===== config.mk =====
export PLATFORM = sky130hd
export DESIGN_NAME = amd_decoder
export DESIGN_NICKNAME = d
export VERILOG_FILES = /design/src/amd_pkg.sv /design/src/amd_decoder.sv
export SDC_FILE = /design/constraint.sdc
export NUM_CORES = 1
export LEC_CHECK = 0
export BUFFER_PORTS_ARGS = -buffer_cell sky130_fd_sc_hd__buf_2
export CORE_MARGIN = 10
export CORE_UTILIZATION = 43
export CTS_BUF_LIST = sky130_fd_sc_hd__clkbuf_4
export DETAILED_ROUTE_END_ITERATION = 6
export PLACE_DENSITY = 0.72
export RECOVER_POWER = 25
export REMOVE_ABC_BUFFERS = 1
export SETUP_SLACK_MARGIN = 0.4
export SYNTH_ARGS = -nofsm -noshare
export SYNTH_HDL_FRONTEND = slang
export SYNTH_SLANG_ARGS = --single-unit

===== constraint.sdc =====
create_clock -name clk_i -period 4.95 [get_ports clk_i]
set_input_delay 0.7425 -clock clk_i [delete_from_list [all_inputs] [get_ports clk_i]]
set_output_delay 0.7425 -clock clk_i [all_outputs]
set_load 0.01 [all_outputs]

===== src/amd_pkg.sv =====
// What this block does
// - Seventeen operand addressing modes in seven groups are decoded.
// - Inherent instructions are one byte; no operand bytes fetched.
// - Immediate instructions are two bytes; second byte is the operand.
// - Short direct fetches one address byte; range 00 to FF.
// - Long direct fetches a two-byte address; full 64 Kbyte space.
// - Indexed address is unsigned sum of X or Y and offset.
// - Indexed without offset fetches nothing; address is index alone.
// - Short indexed fetches one offset byte; nine-bit sum to 1FE.
// - Long indexed fetches two offset bytes, adds index, full space.
// - Short indirect reads a byte pointer from page zero, range 00-FF.
// - Long indirect forms read a two-byte pointer from page zero.
// - Short indirect indexed adds index to byte pointer, up to 1FE.
// - Relative targets span PC-128 to PC+127, PC after the branch.
// - Read-modify-write memory forms are restricted to page zero; outside it the address is still returned, with page0_err set.
// - Prefixes 90, 92, 91 select Y, indirect, and indirect-with-Y.
// - Relative target adds an eight-bit two's-complement offset to PC.
//
// Purpose: Shared types and constants for the addressing-mode decoder.
// Assumes: 8-bit core with 16-bit address space.
// Notes: Mode codes are an enum; the core's opcode map chooses the mode.
`default_nettype none
package amd_pkg;
  localparam logic [7:0] PFX_Y = 8'h90;
  localparam logic [7:0] PFX_IND = 8'h92;
  localparam logic [7:0] PFX_IND_Y = 8'h91;
  localparam logic [15:0] PAGE0_MAX = 16'h00ff;
  localparam logic [15:0] SHORT_IDX_MAX = 16'h01fe;
  localparam int NUM_MODES = 17;

  typedef enum logic [4:0] {
    AM_INHERENT, AM_IMMEDIATE, AM_DIR_SHORT, AM_DIR_LONG,
    AM_IDX_NONE, AM_IDX_SHORT, AM_IDX_LONG,
    AM_IND_SHORT, AM_IND_LONG, AM_INDIDX_SHORT, AM_INDIDX_LONG,
    AM_REL_DIR, AM_REL_IND, AM_BIT_DIR, AM_BIT_IND,
    AM_BIT_DIR_REL, AM_BIT_IND_REL
  } amd_mode_t;

  typedef struct packed {
    logic valid;
    amd_mode_t mode;
    logic use_y;
    logic rmw;
    logic [7:0] opcode;
  } amd_req_t;

  typedef struct packed {
    logic valid;
    logic [15:0] addr;
    logic [7:0] operand;
    logic has_operand;
    logic [2:0] length;
    logic page0_err;
  } amd_rsp_t;
endpackage
`default_nettype wire


===== src/amd_decoder.sv =====
// Purpose: Effective-address generator for the operand addressing modes.
// Assumes: Memory answers a byte read in the cycle after mem_rd_o (rd_data_i).
// Notes: Prefix byte is presented on prefix_i beside start_i; length excludes it.
`default_nettype none
module amd_decoder (
  input wire logic clk_i,
  input wire logic rst_i,
  input wire logic start_i,
  input wire logic [7:0] opcode_i,
  input wire logic [7:0] prefix_i,
  input wire amd_pkg::amd_mode_t base_mode_i,
  input wire logic rmw_i,
  input wire logic [15:0] pc_i,
  input wire logic [7:0] x_i,
  input wire logic [7:0] y_i,
  input wire logic [7:0] rd_data_i,
  output logic busy_o,
  output logic mem_rd_o,
  output logic [15:0] mem_addr_o,
  output amd_pkg::amd_rsp_t rsp_o
);
  // ----------------------------------------------------------------
  // Functions
  // ----------------------------------------------------------------
  // Unsigned index add, wraps at 16 bits
  function automatic logic [15:0] idx_add(input logic [15:0] base, input logic [7:0] idx);
    logic [16:0] s;
    s = {1'b0, base} + {9'h000, idx};
    return s[15:0];
  endfunction

  function automatic logic [15:0] rel_add(input logic [15:0] pc, input logic [7:0] off);
    return pc + {{8{off[7]}}, off};
  endfunction

  // ----------------------------------------------------------------
  // Prefix handling
  // ----------------------------------------------------------------
  amd_pkg::amd_mode_t eff_mode;
  logic eff_y;
  always_comb begin
    eff_mode = base_mode_i;
    eff_y = 1'b0;
    if (prefix_i == amd_pkg::PFX_Y) begin
      eff_y = 1'b1;
    end else if (prefix_i == amd_pkg::PFX_IND || prefix_i == amd_pkg::PFX_IND_Y) begin
      eff_y = (prefix_i == amd_pkg::PFX_IND_Y);
      case (base_mode_i)
        amd_pkg::AM_DIR_SHORT: eff_mode = amd_pkg::AM_IND_SHORT;
        amd_pkg::AM_DIR_LONG: eff_mode = amd_pkg::AM_IND_LONG;
        amd_pkg::AM_IDX_SHORT: eff_mode = amd_pkg::AM_INDIDX_SHORT;
        amd_pkg::AM_IDX_LONG: eff_mode = amd_pkg::AM_INDIDX_LONG;
        amd_pkg::AM_REL_DIR: eff_mode = amd_pkg::AM_REL_IND;
        amd_pkg::AM_BIT_DIR: eff_mode = amd_pkg::AM_BIT_IND;
        amd_pkg::AM_BIT_DIR_REL: eff_mode = amd_pkg::AM_BIT_IND_REL;
        default: eff_mode = base_mode_i;
      endcase
    end
  end

  // ----------------------------------------------------------------
  // Sequencer
  // ----------------------------------------------------------------
  typedef enum logic [2:0] {
    ST_IDLE, ST_B1, ST_B2, ST_B3, ST_P1, ST_P2, ST_DONE
  } amd_state_t;

  amd_state_t st_q, st_d;
  amd_pkg::amd_mode_t mode_q, mode_d;
  logic use_y_q, use_y_d;
  logic rmw_q, rmw_d;
  logic [15:0] fpc_q, fpc_d;
  logic [7:0] b1_q, b1_d;
  logic [7:0] b2_q, b2_d;
  logic [7:0] p1_q, p1_d;
  logic [2:0] len_q, len_d;
  amd_pkg::amd_rsp_t rsp_q, rsp_d;
  logic [7:0] idx;
  logic [15:0] ptr16;

  assign idx = use_y_q ? y_i : x_i;

  always_comb begin
    st_d = st_q;
    mode_d = mode_q;
    use_y_d = use_y_q;
    rmw_d = rmw_q;
    fpc_d = fpc_q;
    b1_d = b1_q;
    b2_d = b2_q;
    p1_d = p1_q;
    len_d = len_q;
    rsp_d = rsp_q;
    rsp_d.valid = 1'b0;
    mem_rd_o = 1'b0;
    mem_addr_o = 16'h0000;
    ptr16 = {p1_q, rd_data_i};
    case (st_q)
      ST_IDLE: begin
        if (start_i) begin
          mode_d = eff_mode;
          use_y_d = eff_y;
          rmw_d = rmw_i;
          fpc_d = pc_i + 16'h0001;
          len_d = 3'h1;
          // Inherent and no-offset indexed need no operand fetch
          if (eff_mode == amd_pkg::AM_INHERENT) begin
            rsp_d = '0;
            rsp_d.valid = 1'b1;
            rsp_d.length = 3'h1;
          end else if (eff_mode == amd_pkg::AM_IDX_NONE) begin
            rsp_d = '0;
            rsp_d.valid = 1'b1;
            rsp_d.length = 3'h1;
            rsp_d.addr = {8'h00, eff_y ? y_i : x_i};
          end else begin
            st_d = ST_B1;
          end
        end
      end
      ST_B1: begin
        mem_rd_o = 1'b1;
        mem_addr_o = fpc_q;
        fpc_d = fpc_q + 16'h0001;
        len_d = len_q + 3'h1;
        st_d = ST_P1;
        case (mode_q)
          amd_pkg::AM_DIR_LONG, amd_pkg::AM_IDX_LONG, amd_pkg::AM_BIT_DIR_REL,
          amd_pkg::AM_BIT_IND_REL: st_d = ST_B2;
          default: st_d = ST_P1;
        endcase
      end
      ST_B2: begin
        b1_d = rd_data_i;
        mem_rd_o = 1'b1;
        if (mode_q == amd_pkg::AM_BIT_IND_REL) begin
          // Pointer read first, offset byte follows, so one extra cycle
          mem_addr_o = {8'h00, rd_data_i};
          st_d = ST_B3;
        end else begin
          mem_addr_o = fpc_q;
          fpc_d = fpc_q + 16'h0001;
          len_d = len_q + 3'h1;
          st_d = ST_DONE;
        end
      end
      ST_B3: begin
        b2_d = rd_data_i;
        mem_rd_o = 1'b1;
        mem_addr_o = fpc_q;
        fpc_d = fpc_q + 16'h0001;
        len_d = len_q + 3'h1;
        st_d = ST_DONE;
      end
      ST_P1: begin
        b1_d = rd_data_i;
        st_d = ST_DONE;
        case (mode_q)
          amd_pkg::AM_IND_SHORT, amd_pkg::AM_INDIDX_SHORT, amd_pkg::AM_REL_IND,
          amd_pkg::AM_BIT_IND: begin
            mem_rd_o = 1'b1;
            mem_addr_o = {8'h00, rd_data_i};
          end
          amd_pkg::AM_IND_LONG, amd_pkg::AM_INDIDX_LONG: begin
            mem_rd_o = 1'b1;
            mem_addr_o = {8'h00, rd_data_i};
            st_d = ST_P2;
          end
          default: st_d = ST_DONE;
        endcase
      end
      ST_P2: begin
        p1_d = rd_data_i;
        mem_rd_o = 1'b1;
        mem_addr_o = {8'h00, b1_q + 8'h01};
        st_d = ST_DONE;
      end
      ST_DONE: begin
        st_d = ST_IDLE;
        rsp_d = '0;
        rsp_d.valid = 1'b1;
        rsp_d.length = len_q;
        case (mode_q)
          amd_pkg::AM_IMMEDIATE: begin
            rsp_d.operand = b1_q;
            rsp_d.has_operand = 1'b1;
          end
          amd_pkg::AM_DIR_SHORT, amd_pkg::AM_BIT_DIR: rsp_d.addr = {8'h00, b1_q};
          amd_pkg::AM_DIR_LONG: rsp_d.addr = {b1_q, rd_data_i};
          amd_pkg::AM_IDX_SHORT: rsp_d.addr = idx_add({8'h00, b1_q}, idx);
          amd_pkg::AM_IDX_LONG: rsp_d.addr = idx_add({b1_q, rd_data_i}, idx);
          amd_pkg::AM_IND_SHORT, amd_pkg::AM_BIT_IND: rsp_d.addr = {8'h00, rd_data_i};
          amd_pkg::AM_INDIDX_SHORT:
            rsp_d.addr = idx_add({8'h00, rd_data_i}, idx);
          amd_pkg::AM_IND_LONG: rsp_d.addr = ptr16;
          amd_pkg::AM_INDIDX_LONG: rsp_d.addr = idx_add(ptr16, idx);
          amd_pkg::AM_REL_DIR: rsp_d.addr = rel_add(fpc_q, b1_q);
          amd_pkg::AM_REL_IND: rsp_d.addr = rel_add(fpc_q, rd_data_i);
          amd_pkg::AM_BIT_DIR_REL: begin
            rsp_d.addr = {8'h00, b1_q};
            rsp_d.operand = rd_data_i;
            rsp_d.has_operand = 1'b1;
          end
          amd_pkg::AM_BIT_IND_REL: begin
            rsp_d.addr = {8'h00, b2_q};
            rsp_d.operand = rd_data_i;
            rsp_d.has_operand = 1'b1;
          end
          default: rsp_d.addr = 16'h0000;
        endcase
        // Read-modify-write forms must stay in page zero
        if (rmw_q && rsp_d.addr > amd_pkg::PAGE0_MAX) begin
          rsp_d.page0_err = 1'b1;
        end
      end
      default: st_d = ST_IDLE;
    endcase
  end

  // ----------------------------------------------------------------
  // Registers
  // ----------------------------------------------------------------
  always_ff @(posedge clk_i) begin
    if (rst_i) begin
      st_q <= ST_IDLE;
      mode_q <= amd_pkg::AM_INHERENT;
      use_y_q <= 1'b0;
      rmw_q <= 1'b0;
      fpc_q <= 16'h0000;
      b1_q <= 8'h00;
      b2_q <= 8'h00;
      p1_q <= 8'h00;
      len_q <= 3'h0;
      rsp_q <= '0;
    end else begin
      st_q <= st_d;
      mode_q <= mode_d;
      use_y_q <= use_y_d;
      rmw_q <= rmw_d;
      fpc_q <= fpc_d;
      b1_q <= b1_d;
      b2_q <= b2_d;
      p1_q <= p1_d;
      len_q <= len_d;
      rsp_q <= rsp_d;
    end
  end

  assign busy_o = (st_q != ST_IDLE);
  assign rsp_o = rsp_q;

  // ----------------------------------------------------------------
  // Assertions
  // ----------------------------------------------------------------
  a_inherent_len: assert property (@(posedge clk_i) disable iff (rst_i)
    start_i && !busy_o && eff_mode == amd_pkg::AM_INHERENT
    |=> rsp_o.valid && rsp_o.length == 3'h1)
    else $error("inherent length wrong");
  a_idx_none_addr: assert property (@(posedge clk_i) disable iff (rst_i)
    start_i && !busy_o && eff_mode == amd_pkg::AM_IDX_NONE && !eff_y
    |=> rsp_o.addr == {8'h00, $past(x_i)})
    else $error("no-offset index address wrong");
  a_short_idx_rng: assert property (@(posedge clk_i) disable iff (rst_i)
    rsp_o.valid && mode_q == amd_pkg::AM_IDX_SHORT |-> rsp_o.addr <= amd_pkg::SHORT_IDX_MAX)
    else $error("short indexed out of range");
  a_short_dir_rng: assert property (@(posedge clk_i) disable iff (rst_i)
    rsp_o.valid && mode_q == amd_pkg::AM_DIR_SHORT |-> rsp_o.addr <= amd_pkg::PAGE0_MAX)
    else $error("short direct out of page zero");
  a_ptr_page0: assert property (@(posedge clk_i) disable iff (rst_i)
    mem_rd_o && (st_q == ST_P1 || st_q == ST_P2 ||
    (st_q == ST_B2 && mode_q == amd_pkg::AM_BIT_IND_REL)) |-> mem_addr_o[15:8] == 8'h00)
    else $error("pointer read outside page zero");
  a_long_len: assert property (@(posedge clk_i) disable iff (rst_i)
    rsp_o.valid && mode_q == amd_pkg::AM_DIR_LONG |-> rsp_o.length == 3'h3)
    else $error("long direct length wrong");
  a_imm_operand: assert property (@(posedge clk_i) disable iff (rst_i)
    rsp_o.valid && mode_q == amd_pkg::AM_IMMEDIATE
    |-> rsp_o.has_operand && rsp_o.length == 3'h2)
    else $error("immediate operand missing");
  a_done_bound: assert property (@(posedge clk_i) disable iff (rst_i)
    start_i && !busy_o |-> ##[1:5] rsp_o.valid)
    else $error("decode did not finish");
  a_rmw_flag: assert property (@(posedge clk_i) disable iff (rst_i)
    rsp_o.valid && rmw_q && rsp_o.addr > amd_pkg::PAGE0_MAX |-> rsp_o.page0_err)
    else $error("page zero violation not flagged");
  a_mode_legal: assert property (@(posedge clk_i) disable iff (rst_i)
    int'(mode_q) < amd_pkg::NUM_MODES)
    else $error("mode code out of range");
  a_bitrel_len: assert property (@(posedge clk_i) disable iff (rst_i)
    rsp_o.valid && mode_q == amd_pkg::AM_BIT_IND_REL
    |-> rsp_o.length == 3'h3 && rsp_o.has_operand && rsp_o.addr <= amd_pkg::PAGE0_MAX)
    else $error("indirect bit relative result wrong");
  a_ind_long_len: assert property (@(posedge clk_i) disable iff (rst_i)
    rsp_o.valid && mode_q == amd_pkg::AM_IND_LONG |-> rsp_o.length == 3'h2)
    else $error("long indirect length wrong");
  c_indirect_long: cover property (@(posedge clk_i) st_q == ST_P2);
  c_rel: cover property (@(posedge clk_i) rsp_o.valid && mode_q == amd_pkg::AM_REL_DIR);
  c_prefix_y: cover property (@(posedge clk_i) start_i && prefix_i == amd_pkg::PFX_Y);
  c_bit_ind_rel: cover property (@(posedge clk_i) st_q == ST_B3);
  c_rmw_err: cover property (@(posedge clk_i) rsp_o.valid && rsp_o.page0_err);
endmodule
`default_nettype wire


==> metrics.txt, run 1 <==
ratio of final minimum period to clock period=between 80% and 90%; crit-path cells=nor3b_4 > nand2_1 > mux2_2 > ha_1 > fa_1 > a211oi_2 > o21ai_1 > a221oi_1 > mux2i_1 > nor4_2 > nand4_1 > nor4_2 > a311oi_2; NetSw=1.788 mW; part of the total power dissipated in the clock network=about 11%; number of unique standard cell types used by synthesis=83; Met2 Wirelength=between 10 and 15 mm; CP max stage cell=sky130_fd_sc_hd__a221oi_1; critical path startpoint category=flip-flop; startpoint of the lowest-slack register-to-register path=mode_q[4]; ant diodes=0; Routed Antenna Nets=0; Clock Latency Late Sink=~0.50 ns; number of setup violations in the final report=0; area of all sequential standard cells=1662 um2; Max Clock Freq=239.2 MHz; post-synthesis async set-or-reset flop share=0%; cell row count=47; Seq pwr share=between 20% and 30%; DRT iter0 DRCs=754; worst hold slack across all endpoints=~0.45 ns; Met1 Wirelength=roughly 10 mm; max-capacitance violation count=0; total met3 wirelength after detailed routing=2.126 mm; TritonCTS clock tree=built; final worst clock skew=between 0.015 and 0.02 ns; cell seen most often among critical-path stages=sky130_fd_sc_hd__nor4_2; Buffers on Ports=roughly 100; Slew Viols, Final=0; outcome=finished, violations left; path type of the worst setup path=reg -> reg; number of warnings reported in the yosys synthesis log=0; cells after synthesis=around 960; Least-Margin Pin Slew=1.145 ns; setup repair after global routing missed its margin=false; via/cell ratio=between 6 and 7; main combinational cell family by area after synthesis=compound AO/OA/AOI/OAI gates; Hold Vio Cnt, Final=0; Critical Path AT=about 4.6 ns; GRT overflow=0; Routed wire per std cell=just under 20 um; total power per unit cell area=~430 nW/um2; width of the die=150.5 um; count of boundary I/O pins=~110; clock period minus final worst setup slack=roughly 4.2 ns; average footprint of a synthesized cell=approximately 7.6 um2; Syn Std Cell Area=7318 um2; number of DRC violations after detailed routing=4; wire length of the first global-routing pass=about 38 mm; post-synthesis mux area share=9.403%; CTS sink cnt=83; placer's final routability congestion estimate=roughly 1; DP HPWL=18.00 mm; area taken by multi-input logic gates=around 5300 um2; pin count of the biggest net entering global routing=65; worst min-delay path class=in -> reg; number of antenna violations at the first check in global routing=0; most frequent cells in the layout=sky130_fd_sc_hd__nand2_1, sky130_fd_sc_hd__nor2_1, sky130_fd_sc_hd__dfxtp_1, sky130_fd_sc_hd__a21oi_1, sky130_fd_sc_hd__buf_2; area grow syn2layout=10.04%; number of iterations in the first detailed-routing pass=7; die extent in y=about 150 um; DP Area=roughly 8000 um2; total negative setup slack=0 ns; share of synthesized cell area in full adder, half adder and majority cells=approximately 7.3%; failing checks=design-rule violations; Top Metal Used=met4; leakage power figure=3.167 nW; area share of xor/xnor cells in the synthesized design=under 10%; largest fanout of any net on the critical path=8; register clock-pin slew on the reported worst setup and hold paths=between 0.15 and 0.2 ns; Final Net Count=around 1100; maximum vdd ir drop=around 230 uV; buffer type at the clock tree root=sky130_fd_sc_hd__clkbuf_4; Total Die Area=22640 um2; first element of the critical path=mode_q[4]; Filler cells=1682; total wire length=24.29 mm; Core Util, Final=approximately half; initial cell density of the core=43.97%; buffer depth of the longest clock path=2; number of buffers added by the clock tree synthesis step=9; number of buffers inserted to repair setup after CTS=0; core box area=roughly 17000 um2; fraction of power consumed by combinational cells=about 60%; total number of H-tree levels=3; Worst Hold Launch=rmw_i; biggest cell delay along the critical path=about 0.47 ns; WP data required=5.32 ns; final std cell area, no fill=between 8000 and 9000 um2; via total after detailed routing=7701; sequential area share after synthesis=a little under a quarter; post-CTS sizing=0; fraction of power spent switching nets=51.78%; area leader, netlist=sky130_fd_sc_hd__dfxtp_1; synthesis-stage register bit count=83; main area contributors after synthesis=sky130_fd_sc_hd__dfxtp_1, sky130_fd_sc_hd__ha_1, sky130_fd_sc_hd__a21oi_1, sky130_fd_sc_hd__nand2_1, sky130_fd_sc_hd__nor2_1; area share of the largest cell type after synthesis=between 20% and 30%; compound-cell area share of the yosys netlist=between 20% and 30%; via count of the first global-routing pass=7237; share of post-route cells with drive strength above 1=around 16%; Internal Power=1.665 mW; number of synthesized flops with an enable pin=0; synthesized-area fraction occupied by and/or/nand/nor cells=about a quarter; Post-synth top flop=sky130_fd_sc_hd__dfxtp_1; capturing element type of the critical path=flip-flop; cts hold-fix bufs=0; headroom to the max-slew limit=23.36%; overall track demand over capacity in global routing=21.02%
[layer usage]
layer / track usage [%] / vias to the layer above
li1: - / 3720
met1: 26.20 / 3589
met2: 33.40 / 331
met3: 4.982 / 61
met4: 10.11 / 0
met5: 0 / -
[state kept, by name, indices dropped and copies added (netlist names)]
name and count:
rsp_o 30, fpc_q 16, p1_q 8, st_q 3
use_y_q 1, b1_q 8, rmw_q 1, mode_q 5
len_q 3, b2_q 8
[layout make-up]
| class | instances | share of cell area [%] |
|---|---|---|
| Clock buffer | 9 | 0.8390 |
| Timing Repair Buffer | 123 | 7.769 |
| Tap cell | 220 | 3.418 |
| Inverter | 21 | 0.9789 |
| Multi-Input combinational cell | 789 | 65.69 |
| Clock inverter | 7 | 0.6681 |
| Sequential cell | 83 | 20.63 |
[worst max-delay path, delay by kind of cell (launching register included)]
family | cells | cell delay [ns]
flip-flops | 1 | 0.37
AND/OR/NAND/NOR | 5 | 1.43
adder cells (fa/ha/maj) | 2 | 0.67
AO/OA/AOI/OAI | 4 | 0.98
multiplexers | 2 | 0.59
[power by group through the flow]
stage	registers, mW	clock network [mW]	logic (mW)
after floorplan	1.00	0	1.33
after global placement	1.01	0	2.00
after detailed placement	1.01	0	2.02
after CTS	0.995	0.397	2.03
after global routing	1.02	0.422	2.27
final	1.00	0.389	2.06
[logic make-up after synthesis]
group	count (synthesis)
adder cells (fa/ha/maj)	41
AO/OA/AOI/OAI	288
flip-flops	83
AND/OR/NAND/NOR	362
XOR/XNOR	35
buffers and inverters	90
multiplexers	63
[metrics by stage]
stage | instances | worst slack (ns) | power (mW)
4_1_cts | 1252 | 0.8175 | 3.425
3_5_place_dp | 1236 | 0.8494 | 3.034
3_3_place_gp | 1236 | 0.9228 | 3.004
6_report | 1252 | 0.7697 | 3.453
5_1_grt | 1252 | 0.5261 | 3.710
2_1_floorplan | 893 | 1.180 | 2.336
[synth_stat cells (all sizes together) (3+ instances only)]
cell type	count
a2111oi	3
a211o	4
a211oi	8
a21o	9
a21oi	78
a221o	10
a221oi	3
a222oi	15
a22oi	20
a311oi	4
a31oi	29
and2	14
and3	12
buf	17
clkbuf	52
dfxtp	83
fa	3
ha	37
inv	21
mux2	33
mux2i	30
nand2	101
nand2b	10
nand3	38
nand3b	5
nand4	13
nor2	100
nor2b	9
nor3	23
nor3b	7
nor4	6
nor4b	3
o2111ai	11
o211ai	8
o21a	3
o21ai	50
o21bai	5
o221ai	4
o22ai	3
o31a	4
or2	4
or3	9
or4	3
xnor2	17
xor2	18
[path summary, 6_finish.rpt]
check         endpoint  slack (ns)  cells past startpoint
max           rsp_o[0]        0.77                     13
min              rmw_q        0.45                      3
max reg2reg   rsp_o[0]        0.77                     13
min reg2reg  rsp_o[16]        0.46                      2
(Power assumes the default switching activity.)
==> run 2, diff against run 1 <==
Settings changed: PLACE_DENSITY 0.72 to 0.75.
Clock period 4.95 ns to 3.6 ns, I/O delays scaled along.
==> run 2 against run 1 <==
Net effect: the flow now finishes without violations; first-iteration DRC count increased by 31%; clock-buffer cell count unchanged; highest routed layer unchanged; worst setup slack got worse by 0.62 ns; sequential cell count unchanged; combinational power is 62% higher; largest power group unchanged; critical path type unchanged.
==> metrics.txt, run 2 (synthesis results as in run 1) <==
outcome=completed; setup slack of the critical path after layout=between 0.15 and 0.2 ns; Buffers on Ports=between 100 and 150; Seq pwr share=between 20% and 30%; first element of the critical path=mode_q[4]; maximum vdd ir drop=between 300 and 400 uV; buffer type at the clock tree root=sky130_fd_sc_hd__clkbuf_4; top register by number of flip-flops=rsp_o; Max Clock Freq=just under 300 MHz; Hold Vio Cnt, Final=0; ratio of final minimum period to clock period=approximately 96%; TritonCTS clock tree=built; ant diodes=0; Routed Antenna Nets=0; startpoint of the lowest-slack register-to-register path=mode_q[4]; Internal Power=approximately 2.7 mW; overall track demand over capacity in global routing=between 20% and 30%; fraction of power spent switching nets=between 40% and 50%; max-capacitance violation count=0; number of antenna violations at the first check in global routing=0; setup repair after global routing missed its margin=true; worst slack at placement=between 0.08 and 0.09 ns; total number of H-tree levels=3; pin count of the biggest net entering global routing=47; Critical Path AT=approximately 3.9 ns; most frequent cells in the layout=sky130_fd_sc_hd__nand2_1, sky130_fd_sc_hd__nor2_1, sky130_fd_sc_hd__dfxtp_1, sky130_fd_sc_hd__buf_2, sky130_fd_sc_hd__a21oi_1; Slew Viols, Final=0; final worst clock skew=0.01800 ns; initial cell density of the core=a little over two fifths; core box area=around 17000 um2; leakage power figure=3.452 nW; Final Net Count=between 1000 and 1500; CP max stage cell=sky130_fd_sc_hd__fa_2; path type of the worst setup path=reg -> reg; crit-path cells=nor3b_4 > nand2_2 > mux2_2 > ha_4 > fa_2 > a211oi_2 > o21bai_1 > a2111oi_1 > nor3_1 > xor2_1 > a211o_1 > nor3_2 > a311oi_2; NetSw=around 2.7 mW; CTS sink cnt=83; WP data required=4.00 ns; DP HPWL=a little under 20 mm; Routed wire per std cell=20.30 um; buffer depth of the longest clock path=2; clock period minus final worst setup slack=about 3.4 ns; via count of the first global-routing pass=slightly above 7000; worst min-delay path class=in -> reg; total wire length=roughly 26 mm; width of the die=150.5 um; number of setup violations in the final report=0; wire length of the first global-routing pass=39.68 mm; biggest cell delay along the critical path=approximately 0.4 ns; die extent in y=150.5 um; number of iterations in the first detailed-routing pass=7; largest fanout of any net on the critical path=3; number of buffers added by the clock tree synthesis step=9; Least-Margin Pin Slew=between 1 and 1.5 ns; headroom to the max-slew limit=approximately a quarter; placer's final routability congestion estimate=1.049; area grow syn2layout=19.47%; Filler cells=approximately 1600; via total after detailed routing=between 8000 and 9000; number of DRC violations after detailed routing=0; total power per unit cell area=~610 nW/um2; DRT iter0 DRCs=985; register clock-pin slew on the reported worst setup and hold paths=roughly 0.16 ns; Clock Latency Late Sink=0.50 ns; part of the total power dissipated in the clock network=a little over an eighth; Worst Hold Launch=rmw_i; capturing element type of the critical path=flip-flop; Total Die Area=22640 um2; cell row count=47; GRT overflow=0; Core Util, Final=a little over half; via/cell ratio=6.253; critical path startpoint category=flip-flop; count of boundary I/O pins=113; fraction of power consumed by combinational cells=62.5%; number of flip-flops in the largest register=30; share of post-route cells with drive strength above 1=roughly a quarter; biggest registers after layout=rsp_o (30), fpc_q (16)
[run 2: changes by cell type in the layout (fill, tap and decap cells not counted), moves of 5 or more]
| cell | delta |
|---|---|
| sky130_fd_sc_hd__buf_4 | +46 |
| sky130_fd_sc_hd__ha_1 | -10 |
| sky130_fd_sc_hd__ha_4 | +6 |
| sky130_fd_sc_hd__o21ai_0 | -5 |
[run 2: path summary, 6_finish.rpt]
path	cells after the start	endpoint	slack [ns]
setup / recovery	13	rsp_o[0]	0.15
hold / removal	3	rmw_q	0.25
setup reg to reg	13	rsp_o[0]	0.15
hold reg to reg	2	rsp_o[26]	0.48
[run 2: layout make-up]
type	instances	area (um2)	share of cell area, %
repair buffers	170	985.9	11.28
flip-flops and latches	83	1667	19.06
multi-input cells	791	5563	63.62
inverters	21	78.83	0.9015
well taps	220	275.3	3.148
clock inverters	7	106.4	1.216
clock buffers	9	67.56	0.7728
[run 2: what timing repair did]
action | 4_1_cts | 5_1_grt
hold buffers | 0 | 0
setup buffers | 2 | 8
pin swaps | 16 | 24
endpoints found under the setup margin | 25 | 25
gates resized for setup | 17 | 48
gates cloned | 0 | 2
[run 2: layer usage]
layer / up-vias / track usage [%] / share of wire, %
met5: - / 0 / 0
met4: 0 / 10.64 / 5.0
met3: 98 / 4.802 / 9.1
met2: 403 / 34.52 / 45
met1: 3820 / 27.59 / 41
li1: 3814 / - / -
[run 2: critical path, delay by kind of cell, from the launching register on]
| family | cells | cell delay, ns |
|---|---|---|
| xor gates and xnor gates | 1 | 0.20 |
| DFF | 1 | 0.36 |
| muxes | 1 | 0.30 |
| and+or+nand+nor | 4 | 0.64 |
| AOI/OAI and AO/OA | 5 | 1.28 |
| adders and majority gates | 2 | 0.58 |
[run 2: power by group through the flow]
stage               logic [mW]  clock network (mW)  registers (mW)
floorplan                 1.84                   0            1.38
finish                    3.34               0.693            1.31
detailed placement        3.01                   0            1.31
global placement          2.96                   0            1.31
global route              3.60               0.743            1.34
CTS                       3.07               0.709            1.29
[run 2: per-stage QoR]
step | cells | setup TNS [ns] | power (mW) | hold WS [ns] | area, um2
6_report | 1301 | 0 | 5.345 | 0.2509 | 8743
2_1_floorplan | 893 | -0.2152 | 3.212 | 0.4300 | 7030
4_1_cts | 1291 | 0 | 5.068 | 0.2292 | 8489
3_5_place_dp | 1273 | 0 | 4.319 | 0.4597 | 8247
3_3_place_gp | 1273 | 0 | 4.261 | 0.4375 | 8247
5_1_grt | 1301 | 0 | 5.678 | 0.2455 | 8743
